<file path="src/host_port_regs.svh">
// constants for the device-side parallel host port control logic
// assumes inclusion by bare name from the design file and the testbench
`ifndef HOST_PORT_REGS_SVH
`define HOST_PORT_REGS_SVH

// ------------------------------------------------------------
// task-file addresses (command block, 3-bit)
// ------------------------------------------------------------
`define ADDR_DATA 3'h0
`define ADDR_SELECT 3'h6
`define ADDR_STATUS_CMD 3'h7

// ------------------------------------------------------------
// field positions and reset values
// ------------------------------------------------------------
`define DEVSEL_BIT 4
`define CTL_IRQ_OFF_BIT 1
`define CTL_SOFT_RST_BIT 2
`define CTL_RESET 8'h00
`define SELECT_RESET 8'h00

// ------------------------------------------------------------
// commands whose first block raises no interrupt
// ------------------------------------------------------------
`define CMD_FORMAT_TRACK 8'h50
`define CMD_WRITE_SECTOR 8'h30
`define CMD_WRITE_SECTOR_NR 8'h31
`define CMD_WRITE_BUFFER 8'hE8
`define CMD_WRITE_LONG 8'h32
`define CMD_WRITE_LONG_NR 8'h33

`endif

</file>
<file path="src/host_port_pkg.sv">
// types shared by the host port control logic
// assumes a single system clock and synchronous host strobes
package host_port_pkg;
    // host-side access presented on the connector
    typedef struct packed {
        logic rd_n;
        logic wr_n;
        logic cs_ctl_n;
        logic [2:0] addr;
        logic [15:0] wdata;
    } host_acc_s;

    // core-side register/data answer
    typedef struct packed {
        logic ready;
        logic [15:0] rdata;
    } core_ans_s;

    typedef enum logic [1:0] {
        ACC_IDLE,
        ACC_WAIT,
        ACC_DRIVE
    } acc_state_e;
endpackage

</file>
<file path="src/host_port_ctrl.sv">
// device-side control of the parallel host port: strobes, ready, irq, dma
// assumes host pins are already synchronous to I_SYS_CLK
//
// Behaviour
// - during a read strobe while selected or dma granted, addressed register or data word drives the data bus
// - ready is driven low while the core cannot yet complete an access
// - ready is left undriven whenever no cycle is being stretched
// - cable select low makes this drive 0, high makes it drive 1
// - interrupt asserted only if pending, selected and irq-off bit clear
// - interrupt pin undriven when irq-off set or drive not selected
// - pending interrupt cleared by reset, soft reset, command write, status read
// - in pio mode an interrupt is raised at each data block start
// - first block of format, write sector, buffer, long raises no interrupt
// - dma request asserted whenever the core is ready to move data
`include "host_port_regs.svh"
`timescale 1ns/100ps
`default_nettype none

module host_port_ctrl (
    input wire logic I_SYS_CLK,
    input wire logic I_SYS_RST,
    input wire host_port_pkg::host_acc_s I_HOST,
    input wire logic I_CABLE_SEL,
    input wire logic I_DMA_GRANT_N,
    input wire host_port_pkg::core_ans_s I_CORE,
    input wire logic I_CORE_IRQ,
    input wire logic I_BLOCK_START,
    input wire logic I_DMA_READY,
    output logic [15:0] O_DATA,
    output logic O_DATA_OE_N,
    output logic O_IORDY,
    output logic O_IORDY_OE_N,
    output logic O_INTRQ,
    output logic O_INTRQ_OE_N,
    output logic O_DMARQ,
    output logic O_IS_DRIVE1,
    output logic O_CORE_STB,
    output logic O_CORE_WRITE,
    output logic [2:0] O_CORE_ADDR,
    output logic [15:0] O_CORE_WDATA
);
    // ------------------------------------------------------------
    // state
    // ------------------------------------------------------------
    host_port_pkg::acc_state_e state, next_state;
    logic [7:0] ctl, next_ctl;
    logic [7:0] select, next_select;
    logic pending, next_pending;
    logic first_skip, next_first_skip;
    logic rd_q, next_rd_q;
    logic wr_q, next_wr_q;
    logic [15:0] data, next_data;
    logic data_oe_n, next_data_oe_n;
    logic iordy_oe_n, next_iordy_oe_n;
    logic intrq_oe_n, next_intrq_oe_n;
    logic dmarq, next_dmarq;
    logic drive1, next_drive1;
    logic core_stb, next_core_stb;
    logic core_write, next_core_write;
    logic [2:0] core_addr, next_core_addr;
    logic [15:0] core_wdata, next_core_wdata;

    // commands that suppress the first-block interrupt
    function automatic logic skips_first(input logic [7:0] cmd);
        case (cmd)
            `CMD_FORMAT_TRACK, `CMD_WRITE_SECTOR, `CMD_WRITE_SECTOR_NR,
            `CMD_WRITE_BUFFER, `CMD_WRITE_LONG, `CMD_WRITE_LONG_NR: skips_first = 1'b1;
            default: skips_first = 1'b0;
        endcase
    endfunction

    // status/command register decode, used for reads and writes alike
    function automatic logic is_cmd_reg(input host_port_pkg::host_acc_s h);
        is_cmd_reg = h.cs_ctl_n && (h.addr == `ADDR_STATUS_CMD);
    endfunction

    logic rd_act, wr_act, rd_rise, wr_rise, rd_fall, wr_fall, selected;
    assign rd_act = ~I_HOST.rd_n;
    assign wr_act = ~I_HOST.wr_n;
    assign rd_fall = rd_act & ~rd_q;
    assign wr_fall = wr_act & ~wr_q;
    assign rd_rise = ~rd_act & rd_q;
    assign wr_rise = ~wr_act & wr_q;
    // drive-select bit compared with own role
    assign selected = (select[`DEVSEL_BIT] == drive1);

    // ------------------------------------------------------------
    // next-state logic
    // ------------------------------------------------------------
    always_comb begin
        next_state = state;
        next_ctl = ctl;
        next_select = select;
        next_pending = pending;
        next_first_skip = first_skip;
        next_rd_q = rd_act;
        next_wr_q = wr_act;
        next_data = data;
        next_data_oe_n = data_oe_n;
        next_iordy_oe_n = 1'b1;
        next_dmarq = I_DMA_READY;
        next_drive1 = I_CABLE_SEL;
        next_core_stb = 1'b0;
        next_core_write = core_write;
        next_core_addr = core_addr;
        next_core_wdata = core_wdata;
        // access sequencing: request core, stretch until answer
        case (state)
            host_port_pkg::ACC_IDLE: begin
                if ((rd_fall || wr_fall) && (selected || !I_DMA_GRANT_N)) begin
                    next_core_stb = 1'b1;
                    next_core_write = wr_fall;
                    next_core_addr = I_HOST.addr;
                    next_core_wdata = I_HOST.wdata;
                    next_state = host_port_pkg::ACC_WAIT;
                    next_iordy_oe_n = 1'b0;
                end
            end
            host_port_pkg::ACC_WAIT: begin
                if (I_CORE.ready) begin
                    next_data = I_CORE.rdata;
                    // only a read turns the bus round; a write leaves it released
                    next_data_oe_n = core_write;
                    next_state = host_port_pkg::ACC_DRIVE;
                end else begin
                    next_iordy_oe_n = 1'b0;
                end
            end
            host_port_pkg::ACC_DRIVE: begin
                // data stays on the bus until the strobe rises
                if (rd_rise || wr_rise || (!rd_act && !wr_act)) begin
                    next_data_oe_n = 1'b1;
                    next_state = host_port_pkg::ACC_IDLE;
                end
            end
            default: next_state = host_port_pkg::ACC_IDLE;
        endcase
        // register side effects on strobe completion
        if (wr_rise && !I_HOST.cs_ctl_n) begin
            next_ctl = I_HOST.wdata[7:0];
        end
        if (wr_rise && I_HOST.cs_ctl_n && I_HOST.addr == `ADDR_SELECT) begin
            next_select = I_HOST.wdata[7:0];
        end
        // interrupt source: core event or pio block start, minus first-block skip
        if (I_CORE_IRQ || (I_BLOCK_START && !first_skip)) begin
            next_pending = 1'b1;
        end
        if (I_BLOCK_START && first_skip) begin
            next_first_skip = 1'b0;
        end
        // clears take priority here: a host reading status or writing a command has seen it
        if ((wr_rise && is_cmd_reg(I_HOST)) || (rd_fall && is_cmd_reg(I_HOST))
            || next_ctl[`CTL_SOFT_RST_BIT]) begin
            next_pending = 1'b0;
        end
        if (wr_rise && is_cmd_reg(I_HOST)) begin
            next_first_skip = skips_first(I_HOST.wdata[7:0]);
        end
        // output undriven unless all three conditions hold
        next_intrq_oe_n = ~(next_pending && selected
            && !next_ctl[`CTL_IRQ_OFF_BIT]);
    end

    // ------------------------------------------------------------
    // registers
    // ------------------------------------------------------------
    always_ff @(posedge I_SYS_CLK) begin
        if (I_SYS_RST) begin
            state <= host_port_pkg::ACC_IDLE;
            ctl <= `CTL_RESET;
            select <= `SELECT_RESET;
            pending <= 1'b0;
            first_skip <= 1'b0;
            rd_q <= 1'b0;
            wr_q <= 1'b0;
            data <= 16'h0000;
            data_oe_n <= 1'b1;
            iordy_oe_n <= 1'b1;
            intrq_oe_n <= 1'b1;
            dmarq <= 1'b0;
            drive1 <= 1'b0;
            core_stb <= 1'b0;
            core_write <= 1'b0;
            core_addr <= 3'h0;
            core_wdata <= 16'h0000;
        end else begin
            state <= next_state;
            ctl <= next_ctl;
            select <= next_select;
            pending <= next_pending;
            first_skip <= next_first_skip;
            rd_q <= next_rd_q;
            wr_q <= next_wr_q;
            data <= next_data;
            data_oe_n <= next_data_oe_n;
            iordy_oe_n <= next_iordy_oe_n;
            intrq_oe_n <= next_intrq_oe_n;
            dmarq <= next_dmarq;
            drive1 <= next_drive1;
            core_stb <= next_core_stb;
            core_write <= next_core_write;
            core_addr <= next_core_addr;
            core_wdata <= next_core_wdata;
        end
    end

    // ------------------------------------------------------------
    // outputs, each straight from a flop except the constant ready and interrupt levels
    // ------------------------------------------------------------
    assign O_DATA = data;
    assign O_DATA_OE_N = data_oe_n;
    assign O_IORDY = 1'b0;           // only ever driven low
    assign O_IORDY_OE_N = iordy_oe_n;
    assign O_INTRQ = 1'b1;           // active high when enabled
    assign O_INTRQ_OE_N = intrq_oe_n;
    assign O_DMARQ = dmarq;
    assign O_IS_DRIVE1 = drive1;
    assign O_CORE_STB = core_stb;
    assign O_CORE_WRITE = core_write;
    assign O_CORE_ADDR = core_addr;
    assign O_CORE_WDATA = core_wdata;
endmodule // host_port_ctrl

`default_nettype wire

</file>
<file path="config.mk">
export PLATFORM = sky130hd
export DESIGN_NAME = host_port_ctrl
export DESIGN_NICKNAME = d
export VERILOG_FILES = /design/src/host_port_pkg.sv /design/src/host_port_ctrl.sv
export VERILOG_INCLUDE_DIRS = /design/src
export SDC_FILE = /design/constraint.sdc
export NUM_CORES = 1
export LEC_CHECK = 0
export BUFFER_PORTS_ARGS = -buffer_cell sky130_fd_sc_hd__buf_4
export CAP_MARGIN = 15
export CORE_MARGIN = 1
export CORE_UTILIZATION = 30
export CTS_CLUSTER_SIZE = 40
export DETAILED_ROUTE_END_ITERATION = 10
export SYNTH_ARGS = -nofsm -noshare
export SYNTH_HDL_FRONTEND = slang
export SYNTH_SLANG_ARGS = --single-unit
</file>
<file path="constraint.sdc">
create_clock -name I_SYS_CLK -period 1.6 [get_ports I_SYS_CLK]
set_input_delay 0.32 -clock I_SYS_CLK [delete_from_list [all_inputs] [get_ports I_SYS_CLK]]
set_output_delay 0.32 -clock I_SYS_CLK [all_outputs]
set_load 0.01 [all_outputs]
</file>
# Word-level counts from Yosys, hierarchy flattened
# Cells that the tools add are included.
# op_classes
n_reduce_logical	32
mux	17
bitwise_logic	10
eq_ne	14
# op_table
cell	n
equality test 8 x 6 -> 1 bit, second input constant	4
logical AND 1 bit	12
two-way mux 1 bit	10
equality test 8 x 7 -> 1 bit, second input constant	1
equality test 8 bit, second input constant	1
logical OR 1 bit	7
equality test 3 bit, second input constant	2
two-way mux 2 bit	3
!= test 2 bit, second input constant	3
inverter 1 bit	6
case mux 2 bit (3 select lines)	1
AND reduction 3 bit	2
OR reduction 6 bit	1
bitwise AND 1 bit	4
zero test 1 bit	4
case mux 1 bit (2 select lines)	2
AND reduction 2 bit	2
nonzero test 2 bit	2
two-way mux 3 bit	1
equality test 2 x 1 -> 1 bit, second input constant	1
equality test 2 bit, second input constant	1
zero test 2 bit	1
OR reduction 2 bit	1
equality test 1 bit	1
# totals
word_cells	91
out_inout_bits	44
reg_bits	56

# Depth between registers and ports, before layout
# Gate-level depths: netlist of run 1.
# logic_depth
word_depth	9
mapped_depth	5
ltp_nobuf	3

# Least setup slack after synthesis of run 1
# Ideal clock, no wire load.
# synth_path
path_type	register -> register
from	reg wr_q
to	reg core_write (netlist: O_CORE_WRITE)
t_arrival_ps	1352
path_buffers	0
path_slack_ps	125
path_stages_with_launch	4
synth_period_minus_slack_ps	1475
cell_sequence	dfxtp_1 -> o22a_1 -> a2111oi_4 -> mux2_1
# synth_via
elab_chain_cells	5
# synth_lines
item	line	text
start: declaration	host_port_ctrl.sv:51	logic wr_q, next_wr_q;
start signal: assignment	host_port_ctrl.sv:194	wr_q <= next_wr_q;
inverter 1 bit (*)	host_port_ctrl.sv:81	assign wr_fall = wr_act & ~wr_q;
bitwise AND 1 bit (*)	host_port_ctrl.sv:81	
logical OR 1 bit	host_port_ctrl.sv:110	if ((rd_fall || wr_fall) && (selected || !I_DMA_GRANT_N)) begin
logical AND 1 bit	host_port_ctrl.sv:110	
AND reduction 2 bit (no line)	--	
end signal: assignment	host_port_ctrl.sv:202	core_write <= next_core_write;
end: declaration	host_port_ctrl.sv:59	logic core_write, next_core_write;
# Mark *: on every way between the ends. The rest lies on a longest branch, timed or not.
# A chain may end at the register's enable or synchronous reset.

# Final worst setup path of run 1
# layout_path
from	reg wr_q
to	reg core_wdata[12] (netlist: O_CORE_WDATA[12])
# layout_via
elab_chain_cells	5
# layout_lines
item	line	text
inverter 1 bit	host_port_ctrl.sv:81	
bitwise AND 1 bit	host_port_ctrl.sv:81	
logical OR 1 bit	host_port_ctrl.sv:110	
logical AND 1 bit	host_port_ctrl.sv:110	
AND reduction 2 bit (no line)	--	
end signal: assignment	host_port_ctrl.sv:204	core_wdata <= next_core_wdata;
end: declaration	host_port_ctrl.sv:61	logic [15:0] core_wdata, next_core_wdata;
# No other way between the ends.

==> results.ini, run 1 <==
[clock_tree]
clkSlewWorstSetupHoldPaths_ns=0.09
clk_latency_ns=0.30
cts_hold_buf=0
clockRootBuffer=clkbuf_8
cts.sinks=51
clockBufferDepth=2
cts_buffers=5
tritoncts=done
htree_levels=2

[sta]
fin_crit_ns=1.49
finalCritPeriodShare_pct=93.1
final_max_slew_viol_count=0
rsz0062_at_grt=no
fmax_ghz=0.671
fin_skew_ns=0.00678
hold_violations=0
setup_viol=0

[layout]
fin_cells=412
final_common_cell=buf_4
areaGrowthSynthToFinish_pct=41.5
mostFrequentLayoutCells=buf_4 (94), dfxtp_1 (51), nand2b_1 (41), nand2_1 (34), a21oi_1 (21)
fin_nets=361
antenna_cells=0
drive_above_1_share_pct=33.9
finalInstanceArea_um2=3010

[power_and_ir_drop]
power.density_nw_per_um2=956
power_uw=2880
power_leakage_uw=0.00131
ir_drop_mv=0.509

[global_routing]
antenna_found_initial=0
grt-ovfl-total=0
grt_max_degree=54
grt_usage_pct=13.8
first_global_vias=1728
grt_pass1_wl_um=8200

[floorplan]
die_height_um=86.2
die_w_um=86.2
core_um2=6830
design.die.area_um2=7430
start_util_pct=31.2
num_rows=30
ios=90

[worst_setup_path]
critical_path.max_fanout=22
crit_arrival_ns=1.72
crit_type=flip-flop to flip-flop
endpoint_kind=flip-flop
cp-start-kind=flip-flop
regToRegSetupSlack_ns=0.11
worst_ep_required_time_ns=1.83

[routing]
ant_nets=0
wl_per_cell_um=12.3
vias=1823
first_pass_iters=4
drc=0
wl_um=5080
via_per_inst=4.42
first_iter_violations=94

[synthesis]
syn_area_per_cell_um2=9.33
synth_cells=228
ys_ff_latch=51
async_flop_share_pct=0
synth_fp_nets=274
synth_edf_count=0
syn_area_um2=2130
ys_types=39
ys.flop_type=dfxtp_1
seq_area_frac_synth_pct=48.0
yosysWarningCount=0

[placement]
placed_area_um2=2890
gp_congestion=0.732
post-dp-hpwl_um=3670
io_buffers=87
dp_cells=404

[flow_run]
maxCapViolCount=0

[outcome]
status=completed

[min_path]
hp-class=primary input to flip-flop

critical path, stage by stage, from the launching register on:
cell	delay, ns
dfxtp_1	0.32
o22a_1	0.23
a2111oi_4	0.42
buf_12	0.24
mux2i_1	0.20
metal layers:
metal  up-vias  part of all wire (%)  track usage, %
li1        927                     -               -
met1       813                    47            19.0
met2        78                    42            21.1
met3         5                   9.8            4.67
met4         0                  0.63            2.73
met5         -                     0               0
repair_timing:
item                                    CTS  global route
setup buffers                             0             0
gates resized for setup                   0             0
endpoints found under the setup margin    0             2
logic make-up (layout without fill, tap and decap cells):
kind of cell | count (synthesis) | after routing | share of synthesized area, %
mux | 23 | 23 | 11.0
flops | 51 | 51 | 48.0
buf+inv | 16 | 104 | 3.94
simple gates | 103 | 103 | 26.5
xor+xnor | 1 | 1 | 0.412
compound gates | 32 | 32 | 9.82
other cells | 2 | 2 | 0.353
synth_stat cells, drive strengths merged (2+ instances only):
| cell type | instances | share of area, % |
|---|---|---|
| nor2 | 7 | 1.2 |
| conb | 2 | 0.35 |
| mux2 | 3 | 1.6 |
| and4b | 2 | 0.94 |
| nand2 | 34 | 6.0 |
| a2111oi | 2 | 1.7 |
| clkbuf | 8 | 1.4 |
| o21bai | 2 | 0.71 |
| nand3b | 3 | 1.1 |
| nor3b | 2 | 0.71 |
| dfxtp | 51 | 48 |
| nand2b | 41 | 12 |
| a21oi | 21 | 4.9 |
| mux2i | 20 | 9.4 |
| nor2b | 4 | 1.2 |
| buf | 7 | 2.4 |
| o21ai | 2 | 0.47 |
flip-flops by register name, summed over array words and instances, names as in the netlist:
name          count
first_skip        1
pending           1
O_DATA           16
select            1
O_IS_DRIVE1       1
O_IORDY_OE_N      1
O_CORE_STB        1
ctl               2
wr_q              1
O_DATA_OE_N       1
O_CORE_ADDR       3
O_CORE_WRITE      1
O_INTRQ_OE_N      1
O_CORE_WDATA     16
state             2
rd_q              1
O_DMARQ           1
metrics by stage:
step,hold slack [ns],setup TNS (ns),worst slack [ns],utilization (%)
6_report,0.229,0,0.110,44.1
5_1_grt,0.235,0,0.0137,44.1
4_1_cts,0.219,0,0.0841,44.1
3_5_place_dp,0.450,-0.0607,-0.0142,42.4
3_3_place_gp,0.443,0,0.0160,42.4
2_1_floorplan,0.392,0,0.125,-
worst paths after layout:
| path | to | cells after the start | from |
|---|---|---|---|
| max | O_CORE_WDATA[12] | 4 | wr_q |
| min | O_IS_DRIVE1 | 2 | I_CABLE_SEL |
| max reg2reg | O_CORE_WDATA[12] | 4 | wr_q |
| min reg2reg | O_DATA[5] | 2 | O_DATA[5] |
power breakdown:
part / switching, µW / total (µW) / internal [µW] / leakage (µW)
combinational: 238 / 538 / 300 / 0.000829
clock: 427 / 933 / 507 / 0.0000612
sequential: 48.7 / 1410 / 1360 / 0.000418
total: 713 / 2880 / 2170 / 0.00131
layout make-up:
class / count / area (µm²)
Tap cell: 96 / 120
Sequential cell: 51 / 1020
Timing Repair Buffer: 95 / 726
Inverter: 1 / 3.75
Clock inverter: 2 / 35.0
Multi-Input combinational cell: 161 / 1020
Clock buffer: 6 / 82.6
Fill cell: 702 / 3820
Power figures use the tool's default switching activity.
==> inputs of run 2 (changes only) <==
--- a/config.mk
+++ b/config.mk
@@ -12,6 +12,7 @@
 export CORE_UTILIZATION = 30
 export CTS_CLUSTER_SIZE = 40
 export DETAILED_ROUTE_END_ITERATION = 10
+export PLACE_DENSITY = 0.64
 export SYNTH_ARGS = -nofsm -noshare
 export SYNTH_HDL_FRONTEND = slang
 export SYNTH_SLANG_ARGS = --single-unit
==> results.ini, run 2 (synthesized netlist as in run 1, its figures left out) <==
[routing]
ant_nets=0
first_pass_iters=5
drc=0
wl_um=5160
wl_per_cell_um=12.6
via_per_inst=4.51
vias=1850
first_iter_violations=33

[sta]
worst_slack_ns=0.0807
fin_skew_ns=0.00969
fin_crit_ns=1.52
rsz0062_at_grt=no
hold_violations=0
finalCritPeriodShare_pct=95.0
setup_viol=0
fmax_ghz=0.658
final_max_slew_viol_count=0
fin_hold_ws_ns=0.231

[global_routing]
grt_pass1_wl_um=8220
first_global_vias=1798
grt_usage_pct=14.3
grt_max_degree=59
grt-ovfl-total=0
antenna_found_initial=0

[worst_setup_path]
worstSetupEndpoint=O_CORE_WDATA[4]
endpoint_kind=flip-flop
crit_arrival_ns=1.76
critical_path.max_fanout=22
regToRegSetupSlack_ns=0.08
crit_start=select[4]
worstReg2RegStart=select[4]
r2r_cells=4
r2r_end=O_CORE_WDATA[4]
cp-start-kind=flip-flop
crit_type=flip-flop to flip-flop
worst_ep_required_time_ns=1.84

[clock_tree]
cts.sinks=51
htree_levels=2
tritoncts=done
clkSlewWorstSetupHoldPaths_ns=0.09
cts_buffers=5
cts_hold_buf=0
post_cts_resized=0
post_cts_buffers=0
clockRootBuffer=clkbuf_8
clockBufferDepth=2
clk_latency_ns=0.30

[layout]
final_common_cell=buf_4
drive_above_1_share_pct=33.4
finalCoreUtilization_pct=43.5
fin_nets=360
mostFrequentLayoutCells=buf_4 (93), dfxtp_1 (51), nand2b_1 (41), nand2_1 (34), a21oi_1 (21)
antenna_cells=0
finalInstanceArea_um2=2970
areaGrowthSynthToFinish_pct=39.7

[placement]
placed_area_um2=2890
post-dp-hpwl_um=3700
gp_congestion=0.746
io_buffers=87
place_ws_ns=-0.0429

[floorplan]
core_um2=6830
num_rows=30
die_w_um=86.2
start_util_pct=31.2
design.die.area_um2=7430
die_height_um=86.2
ios=90

[power_and_ir_drop]
power.density_nw_per_um2=907
power_uw=2700
ir_drop_mv=0.523
power_leakage_uw=0.00129

[min_path]
hp-class=primary input to flip-flop

[flow_run]
maxCapViolCount=0

[outcome]
status=completed

[run 2: changes by cell type in the layout (fill, tap and decap cells not counted)]
cell	change
buf_4	-1
bufinv_16	-1
[run 2: cell type report]
class                           count  area [µm²]
Inverter                            1        3.75
Sequential cell                    51        1020
Clock buffer                        6        82.6
Tap cell                           96         120
Clock inverter                      1        5.00
Timing Repair Buffer               94         718
Multi-Input combinational cell    161        1020
Fill cell                         704        3860
[run 2: per-layer routing]
layer / wire, µm / vias up / GRT usage [%]
li1: - / 924 / -
met1: 2260 / 844 / 17.0
met2: 2370 / 75 / 23.8
met3: 462 / 7 / 5.33
met4: 68 / 0 / 4.55
met5: 0 / - / 0
[run 2: how the worst min path moves through the flow]
| stage | from | end | slack, ns | cells past startpoint |
|---|---|---|---|---|
| after floorplan | I_HOST[21] | rd_q | 0.39 | 1 |
| after global placement | O_DATA[10] | O_DATA[10] | 0.44 | 2 |
| after detailed placement | O_DATA[14] | O_DATA[14] | 0.45 | 2 |
| after CTS | I_CABLE_SEL | O_IS_DRIVE1 | 0.23 | 2 |
| after global routing | I_CORE[2] | O_DATA[2] | 0.26 | 3 |
| final | I_CABLE_SEL | O_IS_DRIVE1 | 0.23 | 2 |
[run 2: critical path, cell delays in order (launching register included)]
cell and delay [ns]:
dfxtp_1 0.33, xor2_1 0.21, a2111oi_4 0.46, buf_12 0.25, mux2i_1 0.20
[run 2: stage by stage]
stage	instances	TNS (ns)
after floorplan	228	0
after global placement	403	0
after detailed placement	403	-0.221
after CTS	410	0
after global routing	410	0
final	410	0
[run 2: power breakdown]
part | leakage (µW) | internal (µW) | switching (µW)
Sequential | 0.000418 | 1360 | 51.0
Clock | 0.0000470 | 340 | 410
Combinational | 0.000824 | 299 | 238
Total | 0.00129 | 2000 | 699
==> inputs of run 3 (changes only) <==
--- a/config.mk
+++ b/config.mk
@@ -10,6 +10,7 @@
 export CAP_MARGIN = 15
 export CORE_MARGIN = 1
 export CORE_UTILIZATION = 30
+export CTS_BUF_LIST = sky130_fd_sc_hd__clkbuf_16
 export CTS_CLUSTER_SIZE = 40
 export DETAILED_ROUTE_END_ITERATION = 10
 export PLACE_DENSITY = 0.64
==> results.ini, run 3 (synthesized netlist as in run 1, its figures left out) <==
[power_and_ir_drop]
power_uw=2940
p_switching_uw=722
power_leakage_uw=0.00131
power.density_nw_per_um2=975
power.share.sequential_pct=47.9
clockPowerShare_pct=33.9
p_int_uw=2220
p_comb_share_pct=18.2
p_sw_share_pct=24.5
ir_drop_mv=0.641

[layout]
final_common_cell=buf_4
finalCoreUtilization_pct=44.2
drive_above_1_share_pct=33.1
mostFrequentLayoutCells=buf_4 (93), dfxtp_1 (51), nand2b_1 (41), nand2_1 (34), a21oi_1 (21)
areaGrowthSynthToFinish_pct=41.9
fin_nets=360
antenna_cells=0

[worst_setup_path]
max_stage_delay_ns=0.46
regToRegSetupSlack_ns=0.09
cp-start-kind=flip-flop
worst_ep_required_time_ns=1.82
endpoint_kind=flip-flop
crit_chain=xor2_1 > a2111oi_4 > buf_12 > mux2i_1
slowest_stage=a2111oi_4
critical_path.max_fanout=22
r2r_end=O_CORE_WDATA[4]
r2r_cells=4
crit_arrival_ns=1.73
crit_type=flip-flop to flip-flop
worstReg2RegStart=select[4]

[routing]
drc=0
vias=1846
first_pass_iters=4
first_iter_violations=33
ant_nets=0
via_per_inst=4.50
wl_per_cell_um=12.5
wl_um=5130

[global_routing]
first_global_vias=1805
antenna_found_initial=0
grt_pass1_wl_um=8220
grt-ovfl-total=0
grt_max_degree=59
grt_usage_pct=14.2

[floorplan]
design.die.area_um2=7430
start_util_pct=31.2
die_w_um=86.2
num_rows=30
core_um2=6830
die_height_um=86.2
ios=90

[sta]
hold_violations=0
rsz0062_at_grt=no
fin_crit_ns=1.51
fmax_ghz=0.662
worst_slack_ns=0.0898
final_max_slew_viol_count=0
finalCritPeriodShare_pct=94.4
fin_skew_ns=0.00804
fin_setup_tns_ns=0
setup_viol=0

[clock_tree]
clk_latency_ns=0.29
clockBufferDepth=2
cts_hold_buf=0
cts_buffers=5
tritoncts=done
post_cts_resized=0
clockRootBuffer=clkbuf_16
cts.sinks=51
clkSlewWorstSetupHoldPaths_ns=0.07
htree_levels=2
post_cts_buffers=0

[placement]
io_buffers=87
gp_congestion=0.746
place_ws_ns=-0.0429
post-dp-hpwl_um=3700

[min_path]
min_to=O_IS_DRIVE1
hp-class=primary input to flip-flop
holdCritStartpoint=I_CABLE_SEL
min_path_cells=2

[flow_run]
maxCapViolCount=0

[outcome]
status=completed

## run 3: cell types whose count changed in the layout (fill, tap and decap cells not counted)
cell	before	now
clkbuf_16	0	5
clkbuf_8	6	0
clkinv_1	0	1
## run 3: worst max path at each step
| stage | cells past startpoint | start | endpoint | slack (ns) |
|---|---|---|---|---|
| after floorplan | 3 | wr_q | O_CORE_WRITE | 0.13 |
| after detailed placement | 5 | I_HOST[20] | O_CORE_WDATA[4] | -0.04 |
| final | 4 | select[4] | O_CORE_WDATA[4] | 0.09 |
| after CTS | 4 | select[4] | O_CORE_WDATA[4] | 0.07 |
| after global placement | 5 | I_HOST[20] | O_CORE_WDATA[15] | 0.02 |
| after global routing | 4 | select[4] | O_CORE_WDATA[12] | 0.006 |
## run 3: area by class of cell
type	instances	area [µm²]
sequential	51	1020
timing repair buffer	94	718
clock inverter	2	8.76
tap	96	120
clock buffer	5	125
multi-input combinational	161	1020
inverter	1	3.75
fill	702	3810
## run 3: layer usage
metal	global-route usage, %	wire, µm
met1	16.8	2270
met2	24.0	2350
met3	5.33	454
met4	4.55	55
met5	0	0
## run 3: worst max-delay path: cells and delay by family (launching register included)
| family | cells | cell delay (ns) |
|---|---|---|
| buf+inv | 1 | 0.25 |
| flops | 1 | 0.32 |
| mux | 1 | 0.20 |
| compound gates | 1 | 0.46 |
| xor+xnor | 1 | 0.21 |
## run 3: power groups by stage
stage               registers (µW)  logic, µW  clock network [µW]
finish                        1410        536                 997
detailed placement            1440        545                   0
global route                  1420        589                1080
global placement              1440        536                   0
CTS                           1410        546                1040
floorplan                     1470        238                   0
## run 3: per-stage QoR
step	hold WS [ns]	area, µm²	instances
3_5_place_dp	0.448	2890	403
3_3_place_gp	0.442	2890	403
6_report	0.251	3020	410
2_1_floorplan	0.392	2130	228
4_1_cts	0.249	3020	410
5_1_grt	0.285	3020	410
